**src/hdl/spri_pkg.sv**
```systemverilog
// Shared constants for the serial port ready-flag and interrupt block
package spri_pkg;
  // ----------------------------------------
  // Sizes
  // ----------------------------------------
  localparam int WORD_W = 16;
  localparam int FIFO_DEPTH = 16;
  localparam int SUBFRAME_LEN = 16;
  localparam int DIV_W = 8;
  // ----------------------------------------
  // Interrupt modes
  // ----------------------------------------
  localparam logic [1:0] IRQ_ELEMENT = 2'h0;
  localparam logic [1:0] IRQ_SUBFRAME = 2'h1;
  localparam logic [1:0] IRQ_FRAME = 2'h2;
  localparam logic [1:0] IRQ_SYNC_ERR = 2'h3;
  // ----------------------------------------
  // Pin slots in the input synchroniser
  // ----------------------------------------
  localparam int PIN_N = 6;
  localparam int PIN_TX_CLK = 0;
  localparam int PIN_TX_FS = 1;
  localparam int PIN_RX_CLK = 2;
  localparam int PIN_RX_FS = 3;
  localparam int PIN_RX_DATA = 4;
  localparam int PIN_GEN_SRC = 5;
  // Sync error flag bit positions
  localparam int ERR_RX = 0;
  localparam int ERR_TX = 1;
endpackage

```
**src/hdl/spri_fifo_if.sv**
```systemverilog
// Handshake bundle between the receive shifter and the word FIFO
`timescale 1ns/100ps
`default_nettype none
interface spri_fifo_if #(
  parameter int W = 16
);
  logic wr_valid;
  logic wr_ready;
  logic [W-1:0] wr_data;
  logic rd_valid;
  logic rd_ready;
  logic [W-1:0] rd_data;
  logic flush;
  modport fifo (
    input wr_valid, wr_data, rd_ready, flush,
    output wr_ready, rd_valid, rd_data
  );
  modport user (
    output wr_valid, wr_data, rd_ready, flush,
    input wr_ready, rd_valid, rd_data
  );
endinterface
`default_nettype wire

```
**src/hdl/spri_fifo.sv**
```systemverilog
// Word FIFO with registered read data
`timescale 1ns/100ps
`default_nettype none
module spri_fifo #(
  parameter int W = 16,
  parameter int DEPTH = 16
) (
  input wire logic clk_sys,
  input wire logic rst_n,
  spri_fifo_if.fifo port
);
  localparam int AW = $clog2(DEPTH);
  localparam logic [AW-1:0] PTR_LAST = AW'(DEPTH - 1);
  localparam logic [AW:0] CNT_FULL = (AW+1)'(DEPTH);

  typedef struct packed {
    logic [DEPTH-1:0][W-1:0] mem;
    logic [AW-1:0] wp;
    logic [AW-1:0] rp;
    logic [AW:0] cnt;
    logic ov;
    logic [W-1:0] od;
  } spri_fifo_st_t;

  spri_fifo_st_t s;
  spri_fifo_st_t next_s;
  logic push;
  logic load;

  // Output word sits in its own register, so capacity is DEPTH plus one
  assign port.wr_ready = (s.cnt != CNT_FULL);
  assign port.rd_valid = s.ov;
  assign port.rd_data = s.od;

  always_comb begin
    next_s = s;
    push = port.wr_valid && (s.cnt != CNT_FULL);
    load = (s.cnt != '0) && (!s.ov || port.rd_ready);
    if (s.ov && port.rd_ready) begin
      next_s.ov = 1'b0;
    end
    if (load) begin
      next_s.od = s.mem[s.rp];
      next_s.ov = 1'b1;
      next_s.rp = (s.rp == PTR_LAST) ? '0 : s.rp + 1'b1;
    end
    if (push) begin
      next_s.mem[s.wp] = port.wr_data;
      next_s.wp = (s.wp == PTR_LAST) ? '0 : s.wp + 1'b1;
    end
    case ({push, load})
      2'h2: next_s.cnt = s.cnt + 1'b1;
      2'h1: next_s.cnt = s.cnt - 1'b1;
      default: next_s.cnt = s.cnt;
    endcase
    if (port.flush) begin
      next_s = '0;
    end
  end

  always_ff @(posedge clk_sys or negedge rst_n) begin
    if (!rst_n) begin
      s <= '0;
    end else begin
      s <= next_s;
    end
  end
endmodule
`default_nettype wire

```
**src/hdl/spri_ready_irq.sv**
```systemverilog
// Ready flags, interrupt modes, DMA events and rate generator of the serial port
//
// Behaviour
// - Mode 00: interrupt follows the ready flag, once per element.
// - Mode 01: receive interrupt at the end of each subframe of 16 elements; transmit subframe interrupt never fires.
// - Mode 10: interrupt on each frame sync while that direction is enabled.
// - Mode 11: interrupt on sync error; the error flag is always readable.
// - Receive ready sets when a buffered word is copied into the receive register.
// - Reading the receive register clears receive ready.
// - Receive ready clears on reset and while the receiver is held in reset.
// - Receive interrupt equals receive ready in the default mode 00.
// - Transmit ready sets when the transmit register is copied to the shifter.
// - Releasing the transmitter from reset raises transmit ready.
// - Writing the transmit register clears ready until that word is copied.
// - Writes are accepted while the shifter is still sending a word.
// - Transmit interrupt equals transmit ready in the default mode 00.
// - Ready flags double as DMA request events.
// - Holding the transmitter in reset clears its sync error.
// - Generator output goes high at first source tick, then period divider plus one.
// - A transmitter enabled late starts shifting at the next frame sync seen.
// - Receive DMA event follows receive ready; DMA reads clear it.
`timescale 1ns/100ps
`default_nettype none
module spri_ready_irq #(
  parameter int W = spri_pkg::WORD_W,
  parameter int DEPTH = spri_pkg::FIFO_DEPTH,
  parameter int SUB_LEN = spri_pkg::SUBFRAME_LEN,
  parameter int DIV_W = spri_pkg::DIV_W
) (
  input wire logic clk_sys,
  input wire logic rst_n,
  input wire logic tx_bit_clock,
  input wire logic tx_frame_sync,
  input wire logic rx_bit_clock,
  input wire logic rx_frame_sync,
  input wire logic serial_data_in,
  input wire logic gen_source_pin,
  output logic serial_data_out,
  input wire logic rx_reset_n,
  input wire logic tx_reset_n,
  input wire logic rate_gen_reset_n,
  input wire logic gen_source_select,
  input wire logic [DIV_W-1:0] gen_divider,
  output logic gen_bit_clock,
  input wire logic [1:0] rx_irq_mode,
  input wire logic [1:0] tx_irq_mode,
  input wire logic rx_data_read,
  output logic [W-1:0] rx_data_reg,
  input wire logic tx_data_write,
  input wire logic [W-1:0] tx_wdata,
  output logic rx_ready_flag,
  output logic tx_ready_flag,
  output logic rx_irq,
  output logic tx_irq,
  output logic rx_dma_event,
  output logic tx_dma_event,
  output logic [1:0] sync_error_flags,
  output logic tx_sync_error
);
  localparam int NP = spri_pkg::PIN_N;
  localparam int CW = $clog2(W);
  localparam int SW = $clog2(SUB_LEN);
  localparam logic [CW-1:0] BIT_LAST = CW'(W - 1);
  localparam logic [SW-1:0] SUB_LAST = SW'(SUB_LEN - 1);

  // ----------------------------------------
  // State
  // ----------------------------------------
  typedef struct packed {
    logic [NP-1:0] s1;
    logic [NP-1:0] s2;
    logic [NP-1:0] s3;
    logic [NP-1:0] filt;
    logic rx_fs_prev;
    logic tx_fs_prev;
    logic [W-1:0] rx_shift;
    logic [CW-1:0] rx_cnt;
    logic rx_busy;
    logic rx_hold;
    logic [W-1:0] rx_data;
    logic rx_rdy;
    logic rx_err;
    logic [SW-1:0] rx_sub;
    logic rx_sub_p;
    logic rx_fs_p;
    logic [W-1:0] tx_data;
    logic tx_rdy;
    logic tx_rst_prev;
    logic [W-1:0] tx_shift;
    logic [CW-1:0] tx_cnt;
    logic tx_busy;
    logic tx_dout;
    logic tx_err;
    logic [SW-1:0] tx_sub;
    logic tx_sub_p;
    logic tx_fs_p;
    logic [DIV_W-1:0] gen_cnt;
    logic gen_run;
    logic gen_clk;
  } spri_st_t;

  spri_st_t s;
  spri_st_t next_s;
  logic [NP-1:0] pins;
  logic [NP-1:0] rise;
  logic rx_edge;
  logic tx_edge;
  logic rx_fs_ev;
  logic tx_fs_ev;
  logic gen_tick;
  logic [DIV_W:0] gen_high;
  logic [DIV_W:0] gen_pos;
  logic rx_done;

  spri_fifo_if #(.W(W)) rxq ();

  spri_fifo #(
    .W(W),
    .DEPTH(DEPTH)
  ) u_rx_fifo (
    .clk_sys(clk_sys),
    .rst_n(rst_n),
    .port(rxq.fifo)
  );

  // ----------------------------------------
  // Pin qualification
  // ----------------------------------------
  assign pins[spri_pkg::PIN_TX_CLK] = tx_bit_clock;
  assign pins[spri_pkg::PIN_TX_FS] = tx_frame_sync;
  assign pins[spri_pkg::PIN_RX_CLK] = rx_bit_clock;
  assign pins[spri_pkg::PIN_RX_FS] = rx_frame_sync;
  assign pins[spri_pkg::PIN_RX_DATA] = serial_data_in;
  assign pins[spri_pkg::PIN_GEN_SRC] = gen_source_pin;

  // A qualified level rises when the two later stages agree on 1
  assign rise = s.s2 & s.s3 & ~s.filt;
  assign rx_edge = rise[spri_pkg::PIN_RX_CLK];
  assign tx_edge = rise[spri_pkg::PIN_TX_CLK];
  // Frame sync is taken at the bit clock edge, first high sample only
  assign rx_fs_ev = rx_edge && s.filt[spri_pkg::PIN_RX_FS] && !s.rx_fs_prev;
  assign tx_fs_ev = tx_edge && s.filt[spri_pkg::PIN_TX_FS] && !s.tx_fs_prev;
  assign gen_tick = gen_source_select ? rise[spri_pkg::PIN_GEN_SRC] : 1'b1;
  assign gen_high = (DIV_W+1)'(({1'b0, gen_divider} + 2'h2) >> 1);
  assign gen_pos = {1'b0, s.gen_cnt} + 1'b1;
  assign rx_done = rx_edge && s.rx_busy && (s.rx_cnt == BIT_LAST);

  // Completed words wait in the FIFO; a full FIFO stalls the shifter
  assign rxq.wr_valid = s.rx_hold;
  assign rxq.wr_data = s.rx_shift;
  assign rxq.rd_ready = rx_reset_n && !s.rx_rdy;
  assign rxq.flush = !rx_reset_n;

  always_comb begin
    next_s = s;
    next_s.s1 = pins;
    next_s.s2 = s.s1;
    next_s.s3 = s.s2;
    next_s.filt = (s.s2 & ~(s.s2 ^ s.s3)) | (s.filt & (s.s2 ^ s.s3));
    next_s.rx_sub_p = 1'b0;
    next_s.rx_fs_p = 1'b0;
    next_s.tx_sub_p = 1'b0;
    next_s.tx_fs_p = 1'b0;

    // ----------------------------------------
    // Receive side
    // ----------------------------------------
    if (rx_edge) begin
      next_s.rx_fs_prev = s.filt[spri_pkg::PIN_RX_FS];
    end
    if (!rx_reset_n) begin
      next_s.rx_busy = 1'b0;
      next_s.rx_hold = 1'b0;
      next_s.rx_rdy = 1'b0;
      next_s.rx_err = 1'b0;
      next_s.rx_sub = '0;
      next_s.rx_cnt = '0;
    end else begin
      if (s.rx_hold && rxq.wr_ready) begin
        next_s.rx_hold = 1'b0;
      end
      if (rx_fs_ev) begin
        next_s.rx_fs_p = 1'b1;
        next_s.rx_sub = '0;
        // Frame sync inside a word, or while a word is stalled, is an error
        if ((s.rx_busy && (s.rx_cnt != '0)) || s.rx_hold) begin
          next_s.rx_err = 1'b1;
        end
        if (!s.rx_hold) begin
          next_s.rx_busy = 1'b1;
          next_s.rx_cnt = '0;
        end
      end else if (rx_edge && s.rx_busy && s.rx_hold) begin
        // Overrun: rest of this frame is dropped, not merged into the stalled word
        next_s.rx_busy = 1'b0;
      end
      if (rx_edge && !s.rx_hold && (s.rx_busy || rx_fs_ev)) begin
        next_s.rx_shift = {s.rx_shift[W-2:0], s.filt[spri_pkg::PIN_RX_DATA]};
        next_s.rx_cnt = (rx_fs_ev ? '0 : s.rx_cnt) + 1'b1;
      end
      // Busy stays set: further elements follow without a new frame sync
      if (rx_done && !rx_fs_ev) begin
        next_s.rx_hold = 1'b1;
        next_s.rx_sub = (s.rx_sub == SUB_LAST) ? '0 : s.rx_sub + 1'b1;
        next_s.rx_sub_p = (s.rx_sub == SUB_LAST);
      end
      // Clear first so that a copy in the same cycle still lands
      if (rx_data_read) begin
        next_s.rx_rdy = 1'b0;
      end
      if (rxq.rd_valid && rxq.rd_ready) begin
        next_s.rx_data = rxq.rd_data;
        next_s.rx_rdy = 1'b1;
      end
    end

    // ----------------------------------------
    // Transmit side
    // ----------------------------------------
    next_s.tx_rst_prev = tx_reset_n;
    if (tx_edge) begin
      next_s.tx_fs_prev = s.filt[spri_pkg::PIN_TX_FS];
    end
    if (!tx_reset_n) begin
      next_s.tx_rdy = 1'b0;
      next_s.tx_err = 1'b0;
      next_s.tx_busy = 1'b0;
      next_s.tx_dout = 1'b0;
      next_s.tx_sub = '0;
      next_s.tx_cnt = '0;
    end else begin
      if (!s.tx_rst_prev) begin
        next_s.tx_rdy = 1'b1;
      end
      if (tx_fs_ev) begin
        next_s.tx_fs_p = 1'b1;
        if (s.tx_busy) begin
          next_s.tx_err = 1'b1;
        end
        // Shifting begins only at a frame sync seen while enabled
        next_s.tx_busy = 1'b1;
        next_s.tx_cnt = '0;
        next_s.tx_sub = '0;
        if (!s.tx_rdy && s.tx_rst_prev) begin
          next_s.tx_shift = s.tx_data;
          next_s.tx_dout = s.tx_data[W-1];
          next_s.tx_rdy = 1'b1;
          next_s.tx_sub = SW'(1);
        end else begin
          next_s.tx_dout = s.tx_shift[W-1];
        end
      end else if (tx_edge && s.tx_busy) begin
        next_s.tx_shift = {s.tx_shift[W-2:0], 1'b0};
        next_s.tx_dout = s.tx_shift[W-2];
        next_s.tx_cnt = s.tx_cnt + 1'b1;
        if (s.tx_cnt == BIT_LAST - 1'b1) begin
          next_s.tx_busy = 1'b0;
          next_s.tx_sub_p = (s.tx_sub == SUB_LAST);
        end
      end
      // The write lands after the copy, so a word written in that cycle waits
      if (tx_data_write) begin
        next_s.tx_data = tx_wdata;
        next_s.tx_rdy = 1'b0;
      end
    end

    // ----------------------------------------
    // Sample-rate generator
    // ----------------------------------------
    if (!rate_gen_reset_n) begin
      next_s.gen_run = 1'b0;
      next_s.gen_clk = 1'b0;
      next_s.gen_cnt = '0;
    end else if (gen_tick) begin
      if (!s.gen_run) begin
        next_s.gen_run = 1'b1;
        next_s.gen_clk = 1'b1;
        next_s.gen_cnt = '0;
      end else if (s.gen_cnt == gen_divider) begin
        next_s.gen_cnt = '0;
        next_s.gen_clk = 1'b1;
      end else begin
        next_s.gen_cnt = s.gen_cnt + 1'b1;
        next_s.gen_clk = (gen_pos < gen_high);
      end
    end
  end

  always_ff @(posedge clk_sys or negedge rst_n) begin
    if (!rst_n) begin
      s <= '0;
    end else begin
      s <= next_s;
    end
  end

  // ----------------------------------------
  // Outputs
  // ----------------------------------------
  assign serial_data_out = s.tx_dout;
  assign gen_bit_clock = s.gen_clk;
  assign rx_data_reg = s.rx_data;
  assign rx_ready_flag = s.rx_rdy;
  assign tx_ready_flag = s.tx_rdy;
  assign rx_dma_event = s.rx_rdy;
  assign tx_dma_event = s.tx_rdy;
  assign sync_error_flags[spri_pkg::ERR_RX] = s.rx_err;
  assign sync_error_flags[spri_pkg::ERR_TX] = s.tx_err;
  assign tx_sync_error = s.tx_err;

  always_comb begin
    case (rx_irq_mode)
      spri_pkg::IRQ_ELEMENT: rx_irq = s.rx_rdy;
      spri_pkg::IRQ_SUBFRAME: rx_irq = s.rx_sub_p;
      spri_pkg::IRQ_FRAME: rx_irq = s.rx_fs_p;
      spri_pkg::IRQ_SYNC_ERR: rx_irq = s.rx_err;
      default: rx_irq = 1'b0;
    endcase
    case (tx_irq_mode)
      spri_pkg::IRQ_ELEMENT: tx_irq = s.tx_rdy;
      spri_pkg::IRQ_SUBFRAME: tx_irq = s.tx_sub_p;
      spri_pkg::IRQ_FRAME: tx_irq = s.tx_fs_p;
      spri_pkg::IRQ_SYNC_ERR: tx_irq = s.tx_err;
      default: tx_irq = 1'b0;
    endcase
  end
endmodule
`default_nettype wire

```
**config.mk**
```make
export PLATFORM = sky130hd
export DESIGN_NAME = spri_ready_irq
export DESIGN_NICKNAME = d
export VERILOG_FILES = /design/src/hdl/spri_pkg.sv /design/src/hdl/spri_fifo_if.sv /design/src/hdl/spri_fifo.sv /design/src/hdl/spri_ready_irq.sv
export SDC_FILE = /design/constraint.sdc
export NUM_CORES = 1
export LEC_CHECK = 0
export BUFFER_PORTS_ARGS = -buffer_cell sky130_fd_sc_hd__buf_2
export CORE_MARGIN = 5
export CORE_UTILIZATION = 35
export CTS_CLUSTER_SIZE = 8
export DETAILED_ROUTE_END_ITERATION = 7
export GPL_TIMING_DRIVEN = 0
export PLACE_DENSITY = 0.59
export SLEW_MARGIN = 25
export SYNTH_ARGS = -nofsm -noshare
export SYNTH_HDL_FRONTEND = slang
export SYNTH_SLANG_ARGS = --single-unit
```
**constraint.sdc**
```tcl
create_clock -name clk_sys -period 4.6 [get_ports clk_sys]
set_input_delay 0.23 -clock clk_sys [delete_from_list [all_inputs] [get_ports clk_sys]]
set_output_delay 0.23 -clock clk_sys [all_outputs]
set_load 0.05 [all_outputs]
```
* Yosys cells after proc, flatten, opt, wreduce, memory -nomap -nowiden *
Cells that the tools add are included.

cells by class
  div/mod/pow operators = 0
  magnitude comparators = 4
  shifts and indexed selects = 0
  mux-type cells = 59
  bitwise logic cells = 8
  eq/ne operators = 35
  reductions and logical operators = 42
  $mul = 0
  add/subtract/negate cells = 10

operators with widths
  operator                                                         number
  286-bit 2-to-1 mux                                               1
  260-bit 2-to-1 mux                                               1
  256-bit bitwise mux                                              1
  16-bit binary-select mux with 4-bit select                       1
  16-bit demux with 4-bit select                                   1
  16-bit 2-to-1 mux                                                3
  22-bit 2-to-1 mux                                                2
  4-bit 2-to-1 mux                                                 7
  3-bit by 1-bit != test with 1-bit output, second input constant  9
  1-bit 2-to-1 mux                                                 25
  6-bit AND                                                        4
  4-bit equality test, second input constant                       6
  4-bit by 1-bit adder with 4-bit output, second input constant    5
  10-bit 2-to-1 mux                                                2
  5-bit 2-to-1 mux                                                 4
  1-bit logical AND                                                18
  17-bit 2-to-1 mux                                                1
  8-bit 2-to-1 mux                                                 2
  2-bit by 1-bit != test with 1-bit output, second input constant  8
  2-bit AND reduction                                              8
  6-bit 2-to-1 mux                                                 2
  6-bit NOT                                                        2
  11-bit 2-to-1 mux                                                1
  2-bit equality test, second input constant                       5
  25 further kinds                                                 39

storage, ports and cells
  bits in read-only memories = 0
  input port bits = 42
  latch bits = 0
  memories kept = 0
  bits in writable memories = 0
  bits in registers = 415

* Logic depth before layout (Yosys ltp) *
  depth after elaboration = 8
  mapped depth = 11
  mapped depth without buffers = 9

* Cells and area by module *
Synthesis repeated with hierarchy kept, for this count alone.

unflattened totals
  cells, all modules = 1,907
  area, all modules = 19,488.7 um^2

modules (own cells, without submodules)
  module          cells each  instances  area an instance (um^2)
  spri_fifo       1,454       1          13,893.3
  spri_ready_irq  453         1          5,595.4

* Least setup slack after synthesis *
Ideal clock, no wire load.

  path kind = register to register
  start point = register u_rx_fifo.s[17] in the netlist's numbering
  end point = register u_rx_fifo.s[21] in the netlist's numbering
  clock period less this slack = 2.795 ns
  stages on the path, launching flop included = 10
  slack = 1.805 ns
  setup time = 0.088 ns
  arrival = 2.707 ns
  path through = dfrtp_1 > or4_4 > o22ai_1 > nor2_1 > fa_1 > a21o_1 > a21o_1 > and3_1 > o21ai_0 > nor3b_1

between the ends
  word-level cells in the longest chain between the ends = 5
  elaborated cells between the ends (all ways) = 11

ends and longest elaborated chain
  item                                                                                 RTL line         text
  start, declared                                                                      spri_fifo.sv:25  spri_fifo_st_t s;
  start signal, assigned                                                               spri_fifo.sv:65  s <= next_s;
  branches (longest 5 deep; another with 5-bit by 1-bit subtractor with 5-bit output)  n/a

Several ways; the timed one is not identified.
A chain may end at the register's enable or synchronous reset.

* Final worst setup path *
Same ends and word-level chain as after synthesis.

==> results.md <==
* Cells along the critical path: or4_4 > o22ai_1 > nor2_1 > fa_1 > a21o_1 > a21o_1 > nor3_1 > o21ai_0 > nor3b_1
* Die X at 244.3 um
* Logic pwr share at 15.5%
* Slowest cell on the critical path: or4_4
* Layout net count at 2,122
* Flop pwr share at 42.6%
* Main synth FF type: dfrtp_1
* Switching pwr at 2.463 mW
* Max-Slew Margin vs Limit at 37.54%
* Critical Path Sink Type: flop
* Row count at 85
* Global route total overflow at 0
* First-pass GRT wire length at 83,840 um
* Synth top area share at 53.40%
* TritonCTS Buffers at 57
* Most frequent cells in the layout: nand2_1, dfrtp_1, a21oi_1, buf_2, clkbuf_1
* Hold_ws at 117.7 ps
* Seq/Total Area, Yosys at 53.40%
* Worst-skew pair later-pin latency at 610 ps
* RSZ-0062 raised after global routing: false
* R2R depth at 9
* CTS root buffer: clkbuf_16
* Max Cap Viol at 0
* Reg area at 0.01026 sq mm
* I/O Buffers at 68
* Fillers at 5,203
* Layout Area Growth over Synthesis at 16.36%
* Critical path class: reg2reg
* Final hold vios at 0
* Post-DP HPWL at 37,050 um
* Async SR Flop Fraction at 100.0%
* Critical Path RT at 5050 ps
* Vias/cell at 5.282
* Yosys Warn Count at 0
* DRC viols at 0
* Global placement routability congestion at 0.8226
* Mapped Cells at 1,895
* Die height at 244.3 um
* Reg clk slew, reported paths at 50 ps
* Period utilization at 68.38%
* Clk pwr share at 41.9%
* Final Non-Filler Cells at 2,754
* F_max at 317.9 MHz
* Top Registers: u_rx_fifo.s x269, s x67
* Antenna viol nets, final at 0
* H-tree lvl count at 2
* CP most frequent cell: a21o_1
* Commonest non-fill, non-tap cell in the layout: nand2_1
* # diodes at 0
* Final max-slew violation count at 0
* WL final at 52,310 um
* Status: completed
* Top cell type by total area after synthesis: dfrtp_1
* Lkg Pwr at 9.369 nW
* Placed instance count at 2,664
* Vias post-DR at 14,550
* # IOs at 69
* Post-Syn Area per Cell at 10.14 sq um
* Number of global-route vias before repair at 15,010
* Initial antenna violation count at 0
* Number of distinct library cells after synthesis at 59
* Pwr Density at 397.4 mW/mm^2
* First-pass DRT Iterations at 6
* Flop2flop setup slack at 1450 ps
* Total track usage at 17.50%
* DR WL/cell at 18.99 um
* CTS tree: yes
* Initial cell density of the core at 35.49%
* Switching Share at 27.72%
* Syn Nets at 1,962
* Internal power at 6.422 mW
* Tot Pwr at 8.885 mW
* Core Util, Final at 41.30%
* Post-synth EDFFs at 0
* Sink Count at 410
* Fraction of layout instances using a drive strength above 1 at 16.91%
* Post-synthesis register bit count at 410
* Tmin final at 3146 ps
* CORE AREA at 0.05413 sq mm
* Hold path cells at 3
* Post-CTS Setup Bufs at 0
* Pin count of the biggest net entering global routing at 92
* WP data arrival at 3600 ps
* Critical Path Source Type: flop
* Largest buffer count on any clock path at 3
* Mapped cell area at 0.01921 sq mm
* Critical path fanouts, max at 5
* Worst-margin pin slew at 936.9 ps
* Largest register FFs at 269
* HP Class: in2reg
* Initial DRC count at 1,025
* Worst Skew at 20.54 ps
* Die area at 0.05968 sq mm
* Peak supply drop at 0.0002900 V
* Synth top area cells: dfrtp_1, nand2_1, mux4_2, a21oi_1, mux2_2
* Count of final setup violators at 0
* Footprint of the multi-input gates at 0.008094 sq mm
* CP max stage delay at 610 ps
* Biggest register: u_rx_fifo.s
## cells by family after synthesis
family | count (synthesis) | synth area share [%]
AO/OA/AOI/OAI | 368 | 10.46
XOR/XNOR | 29 | 1.361
adder cells (fa/ha/maj) | 28 | 1.823
buffers and inverters | 186 | 4.500
flip-flops | 410 | 53.40
multiplexers | 169 | 13.49
AND/OR/NAND/NOR | 705 | 14.97
## routing by layer
layer | vias to the layer above | wire length (um) | track usage [%] | part of all wire, %
met3 | 104 | 3435 | 3.920 | 6.6
li1 | 6737 | - | - | -
met4 | 0 | 1468 | 5.227 | 2.8
met1 | 7277 | 23270 | 24.32 | 44
met2 | 429 | 24140 | 27.64 | 46
met5 | - | 0 | 0 | 0
## repair_timing
item                      4_1_cts  5_1_grt
hold endpoints to repair      138        0
resized for setup               0        0
hold buffers                   28        0
## cells in the mapped netlist (3+ instances only)
master	count
nand2_1	573
dfrtp_1	410
a21oi_1	274
clkbuf_1	83
mux2_2	69
mux4_2	65
o21ai_0	41
nor2_1	37
mux2i_1	35
buf_2	29
buf_4	26
nand3_1	25
ha_1	24
buf_1	23
xnor2_1	20
and3_1	13
inv_1	13
a22oi_1	12
nor3_1	10
a21o_1	8
clkbuf_2	8
or3_1	8
xor2_1	8
nor2b_1	7
nand2b_1	6
a221o_1	5
nand4_1	5
nor3b_1	5
o22ai_1	5
and2_1	4
or2_2	4
a211oi_1	3
buf_6	3
maj3_1	3
o211ai_1	3
## worst max-delay path, delay by kind of cell, from the launching register on
kind	cells	cell delay [ps]
compound gates	4	890
fa+ha+maj	1	500
flops	1	460
simple gates	4	1140
## worst paths after layout
check / start / endpoint
setup / recovery: u_rx_fifo.s[17]$_DFFE_PN0P_ / u_rx_fifo.s[21]$_DFFE_PN0P_
hold / removal: rx_reset_n / u_rx_fifo.s[29]$_DFFE_PN0P_
setup reg to reg: u_rx_fifo.s[17]$_DFFE_PN0P_ / u_rx_fifo.s[21]$_DFFE_PN0P_
hold reg to reg: next_s[120]$_DFF_PN0_ / next_s[114]$_DFF_PN0_
max in group asynchronous: rst_n / rx_data_reg[2]$_DFFE_PN0P_
min in group asynchronous: rst_n / s[2]$_DFFE_PN0P_
## power by group through the flow
stage                     Sequential, mW  Combinational, mW  Clock [mW]
final                               3.79               1.37        3.72
after global routing                3.80               1.50        3.96
after CTS                           3.79               1.39        3.82
after detailed placement            3.85               1.37           0
after global placement              3.84               1.34           0
after floorplan                     3.84              0.911           0
## layout make-up
class                   instances  share of cell area [%]
clock inverters                 3                  0.1959
inverters                      14                  0.2351
plain buffers                 172                   3.632
repair buffers                101                   3.436
clock buffers                  59                   6.509
well taps                     696                   3.895
multi-input cells            1299                   36.20
flip-flops and latches        410                   45.89
## stage by stage
step / area [sq um] / setup WS [ps] / TNS (ps)
3_5_place_dp: 20570 / 1445 / 0
6_report: 22360 / 1454 / 0
5_1_grt: 22360 / 1173 / 0
2_1_floorplan: 19210 / 1805 / 0
3_3_place_gp: 20420 / -4897 / -1992880
4_1_cts: 22350 / 1423 / 0
No activity file was read; power rests on OpenSTA's default activity.
